--- src/rtl/swsc_regs.svh ---
// Purpose: offsets, field positions, codes and counts of the standby block
// Assumes: included by bare name; byte addresses on the register bus
// Notes: every register resets to zero except the STATUS warmup_short bit
`ifndef SWSC_REGS_SVH
`define SWSC_REGS_SVH

// register byte offsets
`define SWSC_OFS_CTRL 8'h00
`define SWSC_OFS_STATUS 8'h04
`define SWSC_OFS_WAKE_DIS 8'h08
`define SWSC_OFS_WAKE_SRC 8'h0c
`define SWSC_ADDR_W 8
`define SWSC_DATA_W 32

// wake-disable word layout
`define SWSC_WDIS_EXT_LO 0
`define SWSC_WDIS_KEY_BIT 16

// source counts
`define SWSC_EXT_N 11
`define SWSC_KEY_N 14
`define SWSC_TMRA_N 14
`define SWSC_TMRB_N 4
`define SWSC_SER_N 14
`define SWSC_CONV_N 3

// standby select code for STOP, any other code gives IDLE
`define SWSC_STBY_STOP 2'h1

// warm-up select codes
`define SWSC_WUPT_SHORT 2'h1
`define SWSC_WUPT_MID 2'h2
`define SWSC_WUPT_LONG 2'h3

// warm-up lengths in oscillator cycles
`define SWSC_WARM_SHORT 256
`define SWSC_WARM_MID 16384
`define SWSC_WARM_LONG 65536
`define SWSC_WARM_CNT_W 17

// least time the system needs to resume
`define SWSC_CLK_PERIOD_NS 50
`define SWSC_RESUME_MIN_NS 150000
`define SWSC_RESUME_MIN_CYC \
  ((`SWSC_RESUME_MIN_NS + `SWSC_CLK_PERIOD_NS - 1) / `SWSC_CLK_PERIOD_NS)

// bus responses
`define SWSC_RESP_OKAY 2'h0
`define SWSC_RESP_SLVERR 2'h2

`endif

--- src/rtl/swsc_pkg.sv ---
// Purpose: types shared by the standby control modules
// Assumes: constants come from swsc_regs.svh
// Notes: all state of each module is one packed struct
`default_nettype none
`include "swsc_regs.svh"
package swsc_pkg;

  typedef enum logic [1:0] {st_run, st_idle, st_stop, st_warm} swsc_state_t;

  typedef struct packed {
    logic slow_mode;
    logic stop_pin_drive_enable;
    logic [1:0] warmup_time_select;
    logic [1:0] standby_mode_select;
  } swsc_ctrl_t;

  typedef struct packed {
    logic onchip;
    logic key;
    logic ext;
    logic nmi;
  } swsc_wsrc_t;

  typedef struct packed {
    logic nmi_pending;
    logic slow_active;
    logic warmup_short;
    logic last_retry;
    logic last_isr;
    logic doze;
    swsc_state_t state;
  } swsc_status_t;

  typedef struct packed {
    logic awvalid;
    logic [`SWSC_ADDR_W-1:0] awaddr;
    logic wvalid;
    logic [`SWSC_DATA_W-1:0] wdata;
    logic [3:0] wstrb;
    logic bready;
    logic arvalid;
    logic [`SWSC_ADDR_W-1:0] araddr;
    logic rready;
  } swsc_axil_req_t;

  typedef struct packed {
    logic awready;
    logic wready;
    logic bvalid;
    logic [1:0] bresp;
    logic arready;
    logic rvalid;
    logic [`SWSC_DATA_W-1:0] rdata;
    logic [1:0] rresp;
  } swsc_axil_rsp_t;

  typedef struct packed {
    logic aw_held;
    logic [`SWSC_ADDR_W-1:0] awaddr;
    logic w_held;
    logic [`SWSC_DATA_W-1:0] wdata;
    logic [3:0] wstrb;
    logic bvalid;
    logic [1:0] bresp;
    logic rvalid;
    logic [`SWSC_DATA_W-1:0] rdata;
    logic [1:0] rresp;
  } swsc_axil_state_t;

  typedef struct packed {
    logic [`SWSC_WARM_CNT_W-1:0] cnt;
  } swsc_warm_state_t;

  typedef struct packed {
    logic nmi_meta;
    logic nmi_sync;
    logic [`SWSC_EXT_N-1:0] ext_meta;
    logic [`SWSC_EXT_N-1:0] ext_sync;
    logic [`SWSC_KEY_N-1:0] key_meta;
    logic [`SWSC_KEY_N-1:0] key_sync;
    swsc_state_t state;
    logic doze;
    swsc_ctrl_t ctrl;
    logic [`SWSC_EXT_N-1:0] ext_wake_dis;
    logic key_wake_dis;
    logic saved_slow;
    logic nmi_seen;
    swsc_wsrc_t wake_src;
    logic resume_isr;
    logic resume_retry;
    logic last_isr;
    logic last_retry;
  } swsc_core_state_t;

endpackage
`default_nettype wire

--- src/rtl/swsc_top.sv ---
// Purpose: standby entry, wake-up and STOP control with register access
// Assumes: core and interrupt controller share clk_in; pins are async
// Notes: the oscillator stop is shown by osc_enable_out
`timescale 1ns/1ns
`default_nettype none
`include "swsc_regs.svh"
module swsc_top #(
  parameter int unsigned WARM_CYC_SHORT = `SWSC_WARM_SHORT,
  parameter int unsigned WARM_CYC_MID = `SWSC_WARM_MID,
  parameter int unsigned WARM_CYC_LONG = `SWSC_WARM_LONG
) (
  // clock and reset
  input wire logic clk_in,
  input wire logic rst_b_in,
  // register bus
  input wire swsc_pkg::swsc_axil_req_t axil_req_in,
  output swsc_pkg::swsc_axil_rsp_t axil_rsp_out,
  // core standby requests and mask level
  input wire logic halt_request_in,
  input wire logic doze_request_in,
  input wire logic [2:0] interrupt_mask_level_in,
  // interrupt controller request
  input wire logic intc_request_valid_in,
  input wire logic [2:0] intc_request_level_in,
  // wake-up pins, asynchronous
  input wire logic nmi_pin_in,
  input wire logic [`SWSC_EXT_N-1:0] external_interrupt_pins_in,
  input wire logic [`SWSC_KEY_N-1:0] key_wakeup_inputs_in,
  // on-chip interrupts
  input wire logic watchdog_interrupt_in,
  input wire logic [`SWSC_TMRB_N-1:0] timer_b_interrupts_in,
  input wire logic [`SWSC_TMRA_N-1:0] timer_a_interrupts_in,
  input wire logic [`SWSC_SER_N-1:0] serial_interrupts_in,
  input wire logic two_wire_interrupt_in,
  input wire logic [`SWSC_CONV_N-1:0] converter_interrupts_in,
  // clock control
  output logic cpu_clock_enable_out,
  output logic osc_enable_out,
  output logic sys_clock_enable_out,
  output logic slow_mode_out,
  output logic doze_active_out,
  output logic standby_active_out,
  // resume to core
  output logic resume_isr_out,
  output logic resume_retry_out,
  // pin gating
  output logic pin_input_gate_enable_out,
  output logic pin_output_hiz_out,
  output logic wake_pin_gate_enable_out
);
  localparam int DW = `SWSC_DATA_W;
  localparam int CTW = $bits(swsc_pkg::swsc_ctrl_t);
  localparam int STW = $bits(swsc_pkg::swsc_status_t);
  localparam int WSW = $bits(swsc_pkg::swsc_wsrc_t);

  swsc_pkg::swsc_core_state_t st_ff;
  swsc_pkg::swsc_core_state_t nxt_st;
  swsc_pkg::swsc_status_t status;
  swsc_pkg::swsc_wsrc_t wake_now;

  // register bus side
  logic wr_en;
  logic [`SWSC_ADDR_W-1:0] wr_addr;
  logic [DW-1:0] wr_data;
  logic [3:0] wr_strb;
  logic wr_ok;
  logic [`SWSC_ADDR_W-1:0] rd_addr;
  logic [DW-1:0] rd_data;
  logic rd_ok;
  logic [DW-1:0] ctrl_word;
  logic [DW-1:0] wdis_word;
  logic [DW-1:0] stat_word;
  logic [DW-1:0] wsrc_word;
  logic [DW-1:0] ctrl_merged;
  logic [DW-1:0] wdis_merged;

  // wake and warm-up
  logic onchip_irq;
  logic stop_wake;
  logic idle_wake;
  logic take_isr;
  logic stop_like;
  logic warm_clear;
  logic warm_run;
  logic warm_done;
  logic warm_short;

  function automatic logic [DW-1:0] merge_bytes(
    input logic [DW-1:0] old_v,
    input logic [DW-1:0] new_v,
    input logic [3:0] strb
  );
    logic [DW-1:0] res;
    res = old_v;
    for (int i = 0; i < 4; i++) begin
      if (strb[i]) begin
        res[8*i +: 8] = new_v[8*i +: 8];
      end
    end
    return res;
  endfunction

  swsc_axil u_axil (
    .clk_in(clk_in),
    .rst_b_in(rst_b_in),
    .bus_in(axil_req_in),
    .bus_out(axil_rsp_out),
    .wr_en_out(wr_en),
    .wr_addr_out(wr_addr),
    .wr_data_out(wr_data),
    .wr_strb_out(wr_strb),
    .wr_ok_in(wr_ok),
    .rd_addr_out(rd_addr),
    .rd_data_in(rd_data),
    .rd_ok_in(rd_ok)
  );

  swsc_warmup #(
    .CYC_SHORT(WARM_CYC_SHORT),
    .CYC_MID(WARM_CYC_MID),
    .CYC_LONG(WARM_CYC_LONG)
  ) u_warmup (
    .clk_in(clk_in),
    .rst_b_in(rst_b_in),
    .clear_in(warm_clear),
    .run_in(warm_run),
    .sel_in(st_ff.ctrl.warmup_time_select),
    .done_out(warm_done),
    .too_short_out(warm_short)
  );

  // status view
  assign status = '{nmi_pending: st_ff.nmi_seen,
                    slow_active: st_ff.ctrl.slow_mode,
                    warmup_short: warm_short,
                    last_retry: st_ff.last_retry,
                    last_isr: st_ff.last_isr,
                    doze: st_ff.doze,
                    state: st_ff.state};

  // register words and read decode
  always_comb begin
    ctrl_word = '0;
    ctrl_word[CTW-1:0] = st_ff.ctrl;
    wdis_word = '0;
    wdis_word[`SWSC_WDIS_EXT_LO +: `SWSC_EXT_N] = st_ff.ext_wake_dis;
    wdis_word[`SWSC_WDIS_KEY_BIT] = st_ff.key_wake_dis;
    stat_word = '0;
    stat_word[STW-1:0] = status;
    wsrc_word = '0;
    wsrc_word[WSW-1:0] = st_ff.wake_src;
    rd_ok = 1'b1;
    unique case (rd_addr)
      `SWSC_OFS_CTRL: rd_data = ctrl_word;
      `SWSC_OFS_STATUS: rd_data = stat_word;
      `SWSC_OFS_WAKE_DIS: rd_data = wdis_word;
      `SWSC_OFS_WAKE_SRC: rd_data = wsrc_word;
      default: begin
        rd_data = '0;
        rd_ok = 1'b0;
      end
    endcase
  end

  assign wr_ok = (wr_addr == `SWSC_OFS_CTRL) ||
                 (wr_addr == `SWSC_OFS_STATUS) ||
                 (wr_addr == `SWSC_OFS_WAKE_DIS) ||
                 (wr_addr == `SWSC_OFS_WAKE_SRC);
  assign ctrl_merged = merge_bytes(ctrl_word, wr_data, wr_strb);
  assign wdis_merged = merge_bytes(wdis_word, wr_data, wr_strb);

  // wake sources, pins seen only after two flops
  assign onchip_irq = watchdog_interrupt_in |
                      (|timer_b_interrupts_in) |
                      (|timer_a_interrupts_in) |
                      (|serial_interrupts_in) |
                      two_wire_interrupt_in |
                      (|converter_interrupts_in);
  assign wake_now = '{onchip: onchip_irq,
                      key: |st_ff.key_sync,
                      ext: |st_ff.ext_sync,
                      nmi: st_ff.nmi_sync};
  assign idle_wake = wake_now.nmi | wake_now.ext | wake_now.key |
                     wake_now.onchip;
  // on-chip sources cannot end STOP, their clocks are off
  assign stop_wake = st_ff.nmi_sync |
                     (|(st_ff.ext_sync & ~st_ff.ext_wake_dis)) |
                     ((|st_ff.key_sync) & !st_ff.key_wake_dis);

  // where the core picks up after the wake
  assign take_isr = st_ff.nmi_seen | st_ff.nmi_sync |
                    (intc_request_valid_in &&
                     (intc_request_level_in >
                      interrupt_mask_level_in));

  // warm-up counter control
  assign warm_clear = (nxt_st.state == swsc_pkg::st_stop) &&
                      (st_ff.state != swsc_pkg::st_stop);
  assign warm_run = (st_ff.state == swsc_pkg::st_warm);

  always_comb begin
    nxt_st = st_ff;
    nxt_st.nmi_meta = nmi_pin_in;
    nxt_st.nmi_sync = st_ff.nmi_meta;
    nxt_st.ext_meta = external_interrupt_pins_in;
    nxt_st.ext_sync = st_ff.ext_meta;
    nxt_st.key_meta = key_wakeup_inputs_in;
    nxt_st.key_sync = st_ff.key_meta;
    nxt_st.resume_isr = 1'b0;
    nxt_st.resume_retry = 1'b0;

    // software writes, status and wake source are read-only
    if (wr_en && (wr_addr == `SWSC_OFS_CTRL)) begin
      nxt_st.ctrl = swsc_pkg::swsc_ctrl_t'(ctrl_merged[CTW-1:0]);
    end
    if (wr_en && (wr_addr == `SWSC_OFS_WAKE_DIS)) begin
      nxt_st.ext_wake_dis =
        wdis_merged[`SWSC_WDIS_EXT_LO +: `SWSC_EXT_N];
      nxt_st.key_wake_dis = wdis_merged[`SWSC_WDIS_KEY_BIT];
    end

    unique case (st_ff.state)
      swsc_pkg::st_run: begin
        if (doze_request_in) begin
          nxt_st.state = swsc_pkg::st_idle;
          nxt_st.doze = 1'b1;
        end else if (halt_request_in) begin
          nxt_st.doze = 1'b0;
          if (st_ff.ctrl.standby_mode_select == `SWSC_STBY_STOP) begin
            nxt_st.state = swsc_pkg::st_stop;
            nxt_st.saved_slow = st_ff.ctrl.slow_mode;
          end else begin
            nxt_st.state = swsc_pkg::st_idle;
          end
        end
      end
      swsc_pkg::st_idle: begin
        if (idle_wake) begin
          // ctrl and wake-disable held across standby; doze and nmi_seen cleared
          nxt_st.state = swsc_pkg::st_run;
          nxt_st.doze = 1'b0;
          nxt_st.wake_src = wake_now;
          nxt_st.nmi_seen = 1'b0;
          nxt_st.resume_isr = take_isr;
          nxt_st.resume_retry = !take_isr;
          nxt_st.last_isr = take_isr;
          nxt_st.last_retry = !take_isr;
        end
      end
      swsc_pkg::st_stop: begin
        if (stop_wake) begin
          nxt_st.state = swsc_pkg::st_warm;
          nxt_st.nmi_seen = st_ff.nmi_sync;
          nxt_st.wake_src = '{onchip: 1'b0,
                              key: (|st_ff.key_sync) & !st_ff.key_wake_dis,
                              ext: |(st_ff.ext_sync & ~st_ff.ext_wake_dis),
                              nmi: st_ff.nmi_sync};
        end
      end
      swsc_pkg::st_warm: begin
        if (warm_done) begin
          nxt_st.state = swsc_pkg::st_run;
          nxt_st.ctrl.slow_mode = st_ff.saved_slow;
          nxt_st.nmi_seen = 1'b0;
          nxt_st.resume_isr = take_isr;
          nxt_st.resume_retry = !take_isr;
          nxt_st.last_isr = take_isr;
          nxt_st.last_retry = !take_isr;
        end
      end
    endcase
  end

  // reset ends any standby and clears all state; no RAM clear here
  always_ff @(posedge clk_in or negedge rst_b_in) begin
    if (!rst_b_in) begin
      st_ff <= '0;
    end else begin
      st_ff <= nxt_st;
    end
  end

  // clock control
  assign stop_like = (st_ff.state == swsc_pkg::st_stop) ||
                     (st_ff.state == swsc_pkg::st_warm);
  assign cpu_clock_enable_out = (st_ff.state == swsc_pkg::st_run);
  assign osc_enable_out = (st_ff.state != swsc_pkg::st_stop);
  assign sys_clock_enable_out = !stop_like;
  assign slow_mode_out = st_ff.ctrl.slow_mode;
  assign doze_active_out = st_ff.doze;
  assign standby_active_out = (st_ff.state != swsc_pkg::st_run);

  // resume pulses, one cycle; a retry leaves the request pending
  assign resume_isr_out = st_ff.resume_isr;
  assign resume_retry_out = st_ff.resume_retry;

  // pin gating while the oscillator is stopped or warming
  assign pin_input_gate_enable_out = !stop_like ||
    st_ff.ctrl.stop_pin_drive_enable;
  assign pin_output_hiz_out = stop_like &&
    !st_ff.ctrl.stop_pin_drive_enable;
  assign wake_pin_gate_enable_out = 1'b1;
endmodule
`default_nettype wire

--- src/rtl/swsc_axil.sv ---
// Purpose: AXI4-Lite slave front end for the standby registers
// Assumes: register file answers combinationally on address
// Notes: one write and one read in flight; unmapped gives SLVERR
`timescale 1ns/1ns
`default_nettype none
`include "swsc_regs.svh"
module swsc_axil (
  // clock and reset
  input wire logic clk_in,
  input wire logic rst_b_in,
  // bus
  input wire swsc_pkg::swsc_axil_req_t bus_in,
  output swsc_pkg::swsc_axil_rsp_t bus_out,
  // register file side
  output logic wr_en_out,
  output logic [`SWSC_ADDR_W-1:0] wr_addr_out,
  output logic [`SWSC_DATA_W-1:0] wr_data_out,
  output logic [3:0] wr_strb_out,
  input wire logic wr_ok_in,
  output logic [`SWSC_ADDR_W-1:0] rd_addr_out,
  input wire logic [`SWSC_DATA_W-1:0] rd_data_in,
  input wire logic rd_ok_in
);
  swsc_pkg::swsc_axil_state_t st_ff;
  swsc_pkg::swsc_axil_state_t nxt_st;
  logic aw_rdy;
  logic w_rdy;
  logic ar_rdy;

  assign aw_rdy = !st_ff.aw_held && !st_ff.bvalid;
  assign w_rdy = !st_ff.w_held && !st_ff.bvalid;
  assign ar_rdy = !st_ff.rvalid;
  assign wr_en_out = st_ff.aw_held && st_ff.w_held && !st_ff.bvalid;
  assign wr_addr_out = st_ff.awaddr;
  assign wr_data_out = st_ff.wdata;
  assign wr_strb_out = st_ff.wstrb;
  assign rd_addr_out = bus_in.araddr;
  assign bus_out = '{awready: aw_rdy, wready: w_rdy, bvalid: st_ff.bvalid,
                     bresp: st_ff.bresp, arready: ar_rdy,
                     rvalid: st_ff.rvalid, rdata: st_ff.rdata,
                     rresp: st_ff.rresp};

  always_comb begin
    nxt_st = st_ff;
    if (bus_in.awvalid && aw_rdy) begin
      nxt_st.aw_held = 1'b1;
      nxt_st.awaddr = bus_in.awaddr;
    end
    if (bus_in.wvalid && w_rdy) begin
      nxt_st.w_held = 1'b1;
      nxt_st.wdata = bus_in.wdata;
      nxt_st.wstrb = bus_in.wstrb;
    end
    if (wr_en_out) begin
      nxt_st.aw_held = 1'b0;
      nxt_st.w_held = 1'b0;
      nxt_st.bvalid = 1'b1;
      nxt_st.bresp = wr_ok_in ? `SWSC_RESP_OKAY : `SWSC_RESP_SLVERR;
    end
    if (st_ff.bvalid && bus_in.bready) begin
      nxt_st.bvalid = 1'b0;
    end
    if (bus_in.arvalid && ar_rdy) begin
      nxt_st.rvalid = 1'b1;
      nxt_st.rdata = rd_data_in;
      nxt_st.rresp = rd_ok_in ? `SWSC_RESP_OKAY : `SWSC_RESP_SLVERR;
    end else if (st_ff.rvalid && bus_in.rready) begin
      nxt_st.rvalid = 1'b0;
    end
  end

  always_ff @(posedge clk_in or negedge rst_b_in) begin
    if (!rst_b_in) begin
      st_ff <= '0;
    end else begin
      st_ff <= nxt_st;
    end
  end
endmodule
`default_nettype wire

--- src/rtl/swsc_warmup.sv ---
// Purpose: oscillator warm-up counter for leaving STOP
// Assumes: clocked by the restarted oscillator
// Notes: done is high in the last counted cycle
`timescale 1ns/1ns
`default_nettype none
`include "swsc_regs.svh"
module swsc_warmup #(
  parameter int unsigned CYC_SHORT = `SWSC_WARM_SHORT,
  parameter int unsigned CYC_MID = `SWSC_WARM_MID,
  parameter int unsigned CYC_LONG = `SWSC_WARM_LONG
) (
  // clock and reset
  input wire logic clk_in,
  input wire logic rst_b_in,
  // control
  input wire logic clear_in,
  input wire logic run_in,
  input wire logic [1:0] sel_in,
  // status
  output logic done_out,
  output logic too_short_out
);
  localparam int CW = `SWSC_WARM_CNT_W;
  swsc_pkg::swsc_warm_state_t st_ff;
  swsc_pkg::swsc_warm_state_t nxt_st;
  logic [CW-1:0] target;

  always_comb begin
    unique case (sel_in)
      `SWSC_WUPT_MID: target = CW'(CYC_MID);
      `SWSC_WUPT_LONG: target = CW'(CYC_LONG);
      default: target = CW'(CYC_SHORT);
    endcase
  end

  assign done_out = run_in && (st_ff.cnt == (target - CW'(1)));
  assign too_short_out = target < CW'(`SWSC_RESUME_MIN_CYC);

  always_comb begin
    nxt_st = st_ff;
    if (clear_in) begin
      nxt_st.cnt = '0;
    end else if (run_in && !done_out) begin
      nxt_st.cnt = st_ff.cnt + CW'(1);
    end
  end

  always_ff @(posedge clk_in or negedge rst_b_in) begin
    if (!rst_b_in) begin
      st_ff <= '0;
    end else begin
      st_ff <= nxt_st;
    end
  end
endmodule
`default_nettype wire

--- config.mk ---
export PLATFORM = sky130hd
export DESIGN_NAME = swsc_top
export DESIGN_NICKNAME = d
export VERILOG_FILES = /design/src/rtl/swsc_pkg.sv /design/src/rtl/swsc_top.sv /design/src/rtl/swsc_axil.sv /design/src/rtl/swsc_warmup.sv
export VERILOG_INCLUDE_DIRS = /design/src /design/src/rtl
export SDC_FILE = /design/constraint.sdc
export NUM_CORES = 1
export LEC_CHECK = 0
export ABC_AREA = 0
export BUFFER_PORTS_ARGS = -buffer_cell sky130_fd_sc_hd__buf_2
export CORE_MARGIN = 8
export CORE_UTILIZATION = 30
export DETAILED_ROUTE_END_ITERATION = 6
export RECOVER_POWER = 100
export SLEW_MARGIN = 30
export SYNTH_ARGS = -nofsm -noshare
export SYNTH_HDL_FRONTEND = slang
export SYNTH_HIERARCHICAL = 1
export SYNTH_SLANG_ARGS = --single-unit
--- constraint.sdc ---
create_clock -name clk_in -period 2.5 [get_ports clk_in]
set_input_delay 0.75 -clock clk_in [delete_from_list [all_inputs] [get_ports clk_in]]
set_output_delay 0.75 -clock clk_in [all_outputs]
set_load 0.02 [all_outputs]
==> results.py <==
metrics = {
    "outcome": {
        "status": "finished, final reports clean",
    },
    "route": {
        "avgViaCountPerCell": 4.303,
        "wl_per_cell_um": 15.34,
        "drt_iter0_drc": 177,
        "wl_um": 15910,
        "drc": 0,
        "vias": 4462,
        "drt_pass1_iterations": 4,
        "antenna_left": 0,
    },
    "sta": {
        "period_share_pct": 91.57,
        "fin_hold_ws_ps": 349.0,
        "relSlewSlack_pct": 13.07,
        "worstMarginPinSlew_ps": 1304,
        "drv_slew": 0,
        "hold_violations": 0,
        "fin_ws_ps": 210.9,
        "skew_ps": 11.58,
        "rsz0062_at_grt": "false",
        "tns_ps": 0,
        "setup_viol": 0,
        "fin_crit_ps": 2289,
        "fmax_mhz": 436.8,
    },
    "clocking": {
        "clockBufferDepth": 2,
        "ctsHoldBuffers": 0,
        "cts_tree": "built",
        "cts_sinks": 161,
        "cts.repair.resized": 0,
        "clockRootBuffer": "clkbuf_16",
        "worstSkewPairLatency_ps": 430,
        "clkTransAtPathRegs_ps": 80,
        "cts_setup_buffers": 0,
        "cts_made_buffers": 17,
        "htree_levels": 4,
    },
    "grt": {
        "antenna_found_initial": 1,
        "grt_pass1_vias": 4782,
        "gr-total-overflow": 0,
        "track_usage_pct": 11.23,
        "grt_max_degree": 58,
        "grt_pass1_wl_um": 25380,
    },
    "cells_and_area": {
        "area_delta_synth_final_pct": 16.44,
        "final_nets": 834,
        "layout-drive-gt1-share_pct": 34.27,
        "fill_cells": 2426,
        "utilization_pct": 35.14,
    },
    "critical_path": {
        "crit_chain": "nor4_1 -> a41oi_1 -> or4b_1 -> o21ai_4 -> nand3_1 -> and3_1",
        "cp_slowest_cell": "or4b_1",
        "crit_type": "flip-flop to flip-flop",
        "cp_data_required_time_ps": 2820,
        "cp_data_arrival_time_ps": 2610,
        "critPathCaptureType": "flip-flop",
        "path_max_fanout": 4,
        "cp-start-kind": "flip-flop",
        "slowest_delay_ps": 650,
    },
    "power_and_ir_drop": {
        "power_leakage_nw": 3.800,
        "power.density_nw_per_um2": 901.6,
        "ir_drop_v": 0.0004850,
    },
    "place": {
        "hpwl_um": 12170,
        "gp_congestion": 0.7887,
        "portBuffers": 158,
        "post-place-ws_ps": 72.34,
    },
    "floorplan": {
        "core_area_um2": 24030,
        "dieWidth_um": 171.5,
        "die_h_um": 171.5,
        "start_util_pct": 30.18,
        "rows": 57,
        "dieArea_um2": 29410,
        "ios": 183,
    },
    "yosys": {
        "synthesis.instances": 574,
        "yosysWarningCount": 6,
        "synth.avg_cell_area_um2": 12.64,
        "synth_area_um2": 7253,
    },
    "hold_path": {
        "hold_class": "flip-flop to flip-flop",
    },
    "job": {
        "maxCapViolCount": 0,
    },
}
[where the power goes]
group | internal [mW] | switching (mW)
combinational | 0.704 | 0.761
sequential | 3.13 | 0.404
clock | 1.36 | 1.25
[final timing paths]
path	start	endpoint	slack, ps	depth (start not counted)
min reg2reg	nxt_st[32]	st_ff[32]	350	0
max	st_ff[39]	st_ff[29]	210	6
min in group asynchronous	rst_b_in	u_axil/st_ff[83]	580	1
min	nxt_st[32]	st_ff[32]	350	0
max reg2reg	st_ff[39]	st_ff[29]	210	6
max in group asynchronous	rst_b_in	u_warmup/st_ff[15]	450	2
[area by class of cell]
cell class,instances,area (um2),area share (%)
Antenna cell,1,2.502,0.02963
Clock buffer,17,425.4,5.037
Clock inverter,15,187.7,2.222
Inverter,25,93.84,1.111
Multi-Input combinational cell,318,2447,28.98
Sequential cell,161,4029,47.70
Tap cell,324,405.4,4.800
Timing Repair Buffer,176,854.6,10.12
[state kept, by name (all words and copies together) (netlist names)]
name                count
st_ff                  48
nxt_st                 26
resume_isr_out          1
u_axil/st_ff            2
u_axil/bus_out         36
ctrl_word               5
u_axil/wr_addr_out      8
resume_retry_out        1
u_warmup/st_ff         17
u_axil/wr_strb_out      3
slow_mode_out           1
doze_active_out         1
u_axil/wr_data_out     12
[routing by layer]
metal  up-vias  part of all wire [%]  track usage, %
li1       2166                     -               -
met4         2                  0.94           3.251
met1      2174                    44           13.69
met3        14                   6.9           4.062
met2       106                    48           18.40
met5         -                  0.10               0
[through the flow]
| stage | total power, mW | instances | cell area (um2) |
|---|---|---|---|
| 2_1_floorplan | 5.049 | 594 | 7328 |
| 3_3_place_gp | 5.126 | 1004 | 8029 |
| 3_5_place_dp | 5.182 | 1004 | 8029 |
| 4_1_cts | 7.849 | 1036 | 8642 |
| 5_1_grt | 8.074 | 1036 | 8443 |
| 6_report | 7.615 | 1037 | 8446 |
[worst max-delay path: cells and delay by family, from the launching register on]
kind / cells / cell delay (ps)
AOI/OAI and AO/OA: 2 / 450
DFF: 1 / 370
and+or+nand+nor: 4 / 1360
[placed cells by master (no fill, tap or decap), drive strengths merged, types with 7 or more instances in the layout]
master and n:
clkbuf 76, dfrtp 161, nor2 39, mux2 74, buf 117, nor4 15, and3 7, nor3 7
o21ai 11, inv 33, conb 23, nand2 12, xor2 10, and2 7, a21oi 12, nand3 10
Note: power is estimated with default switching activity, not from simulation.
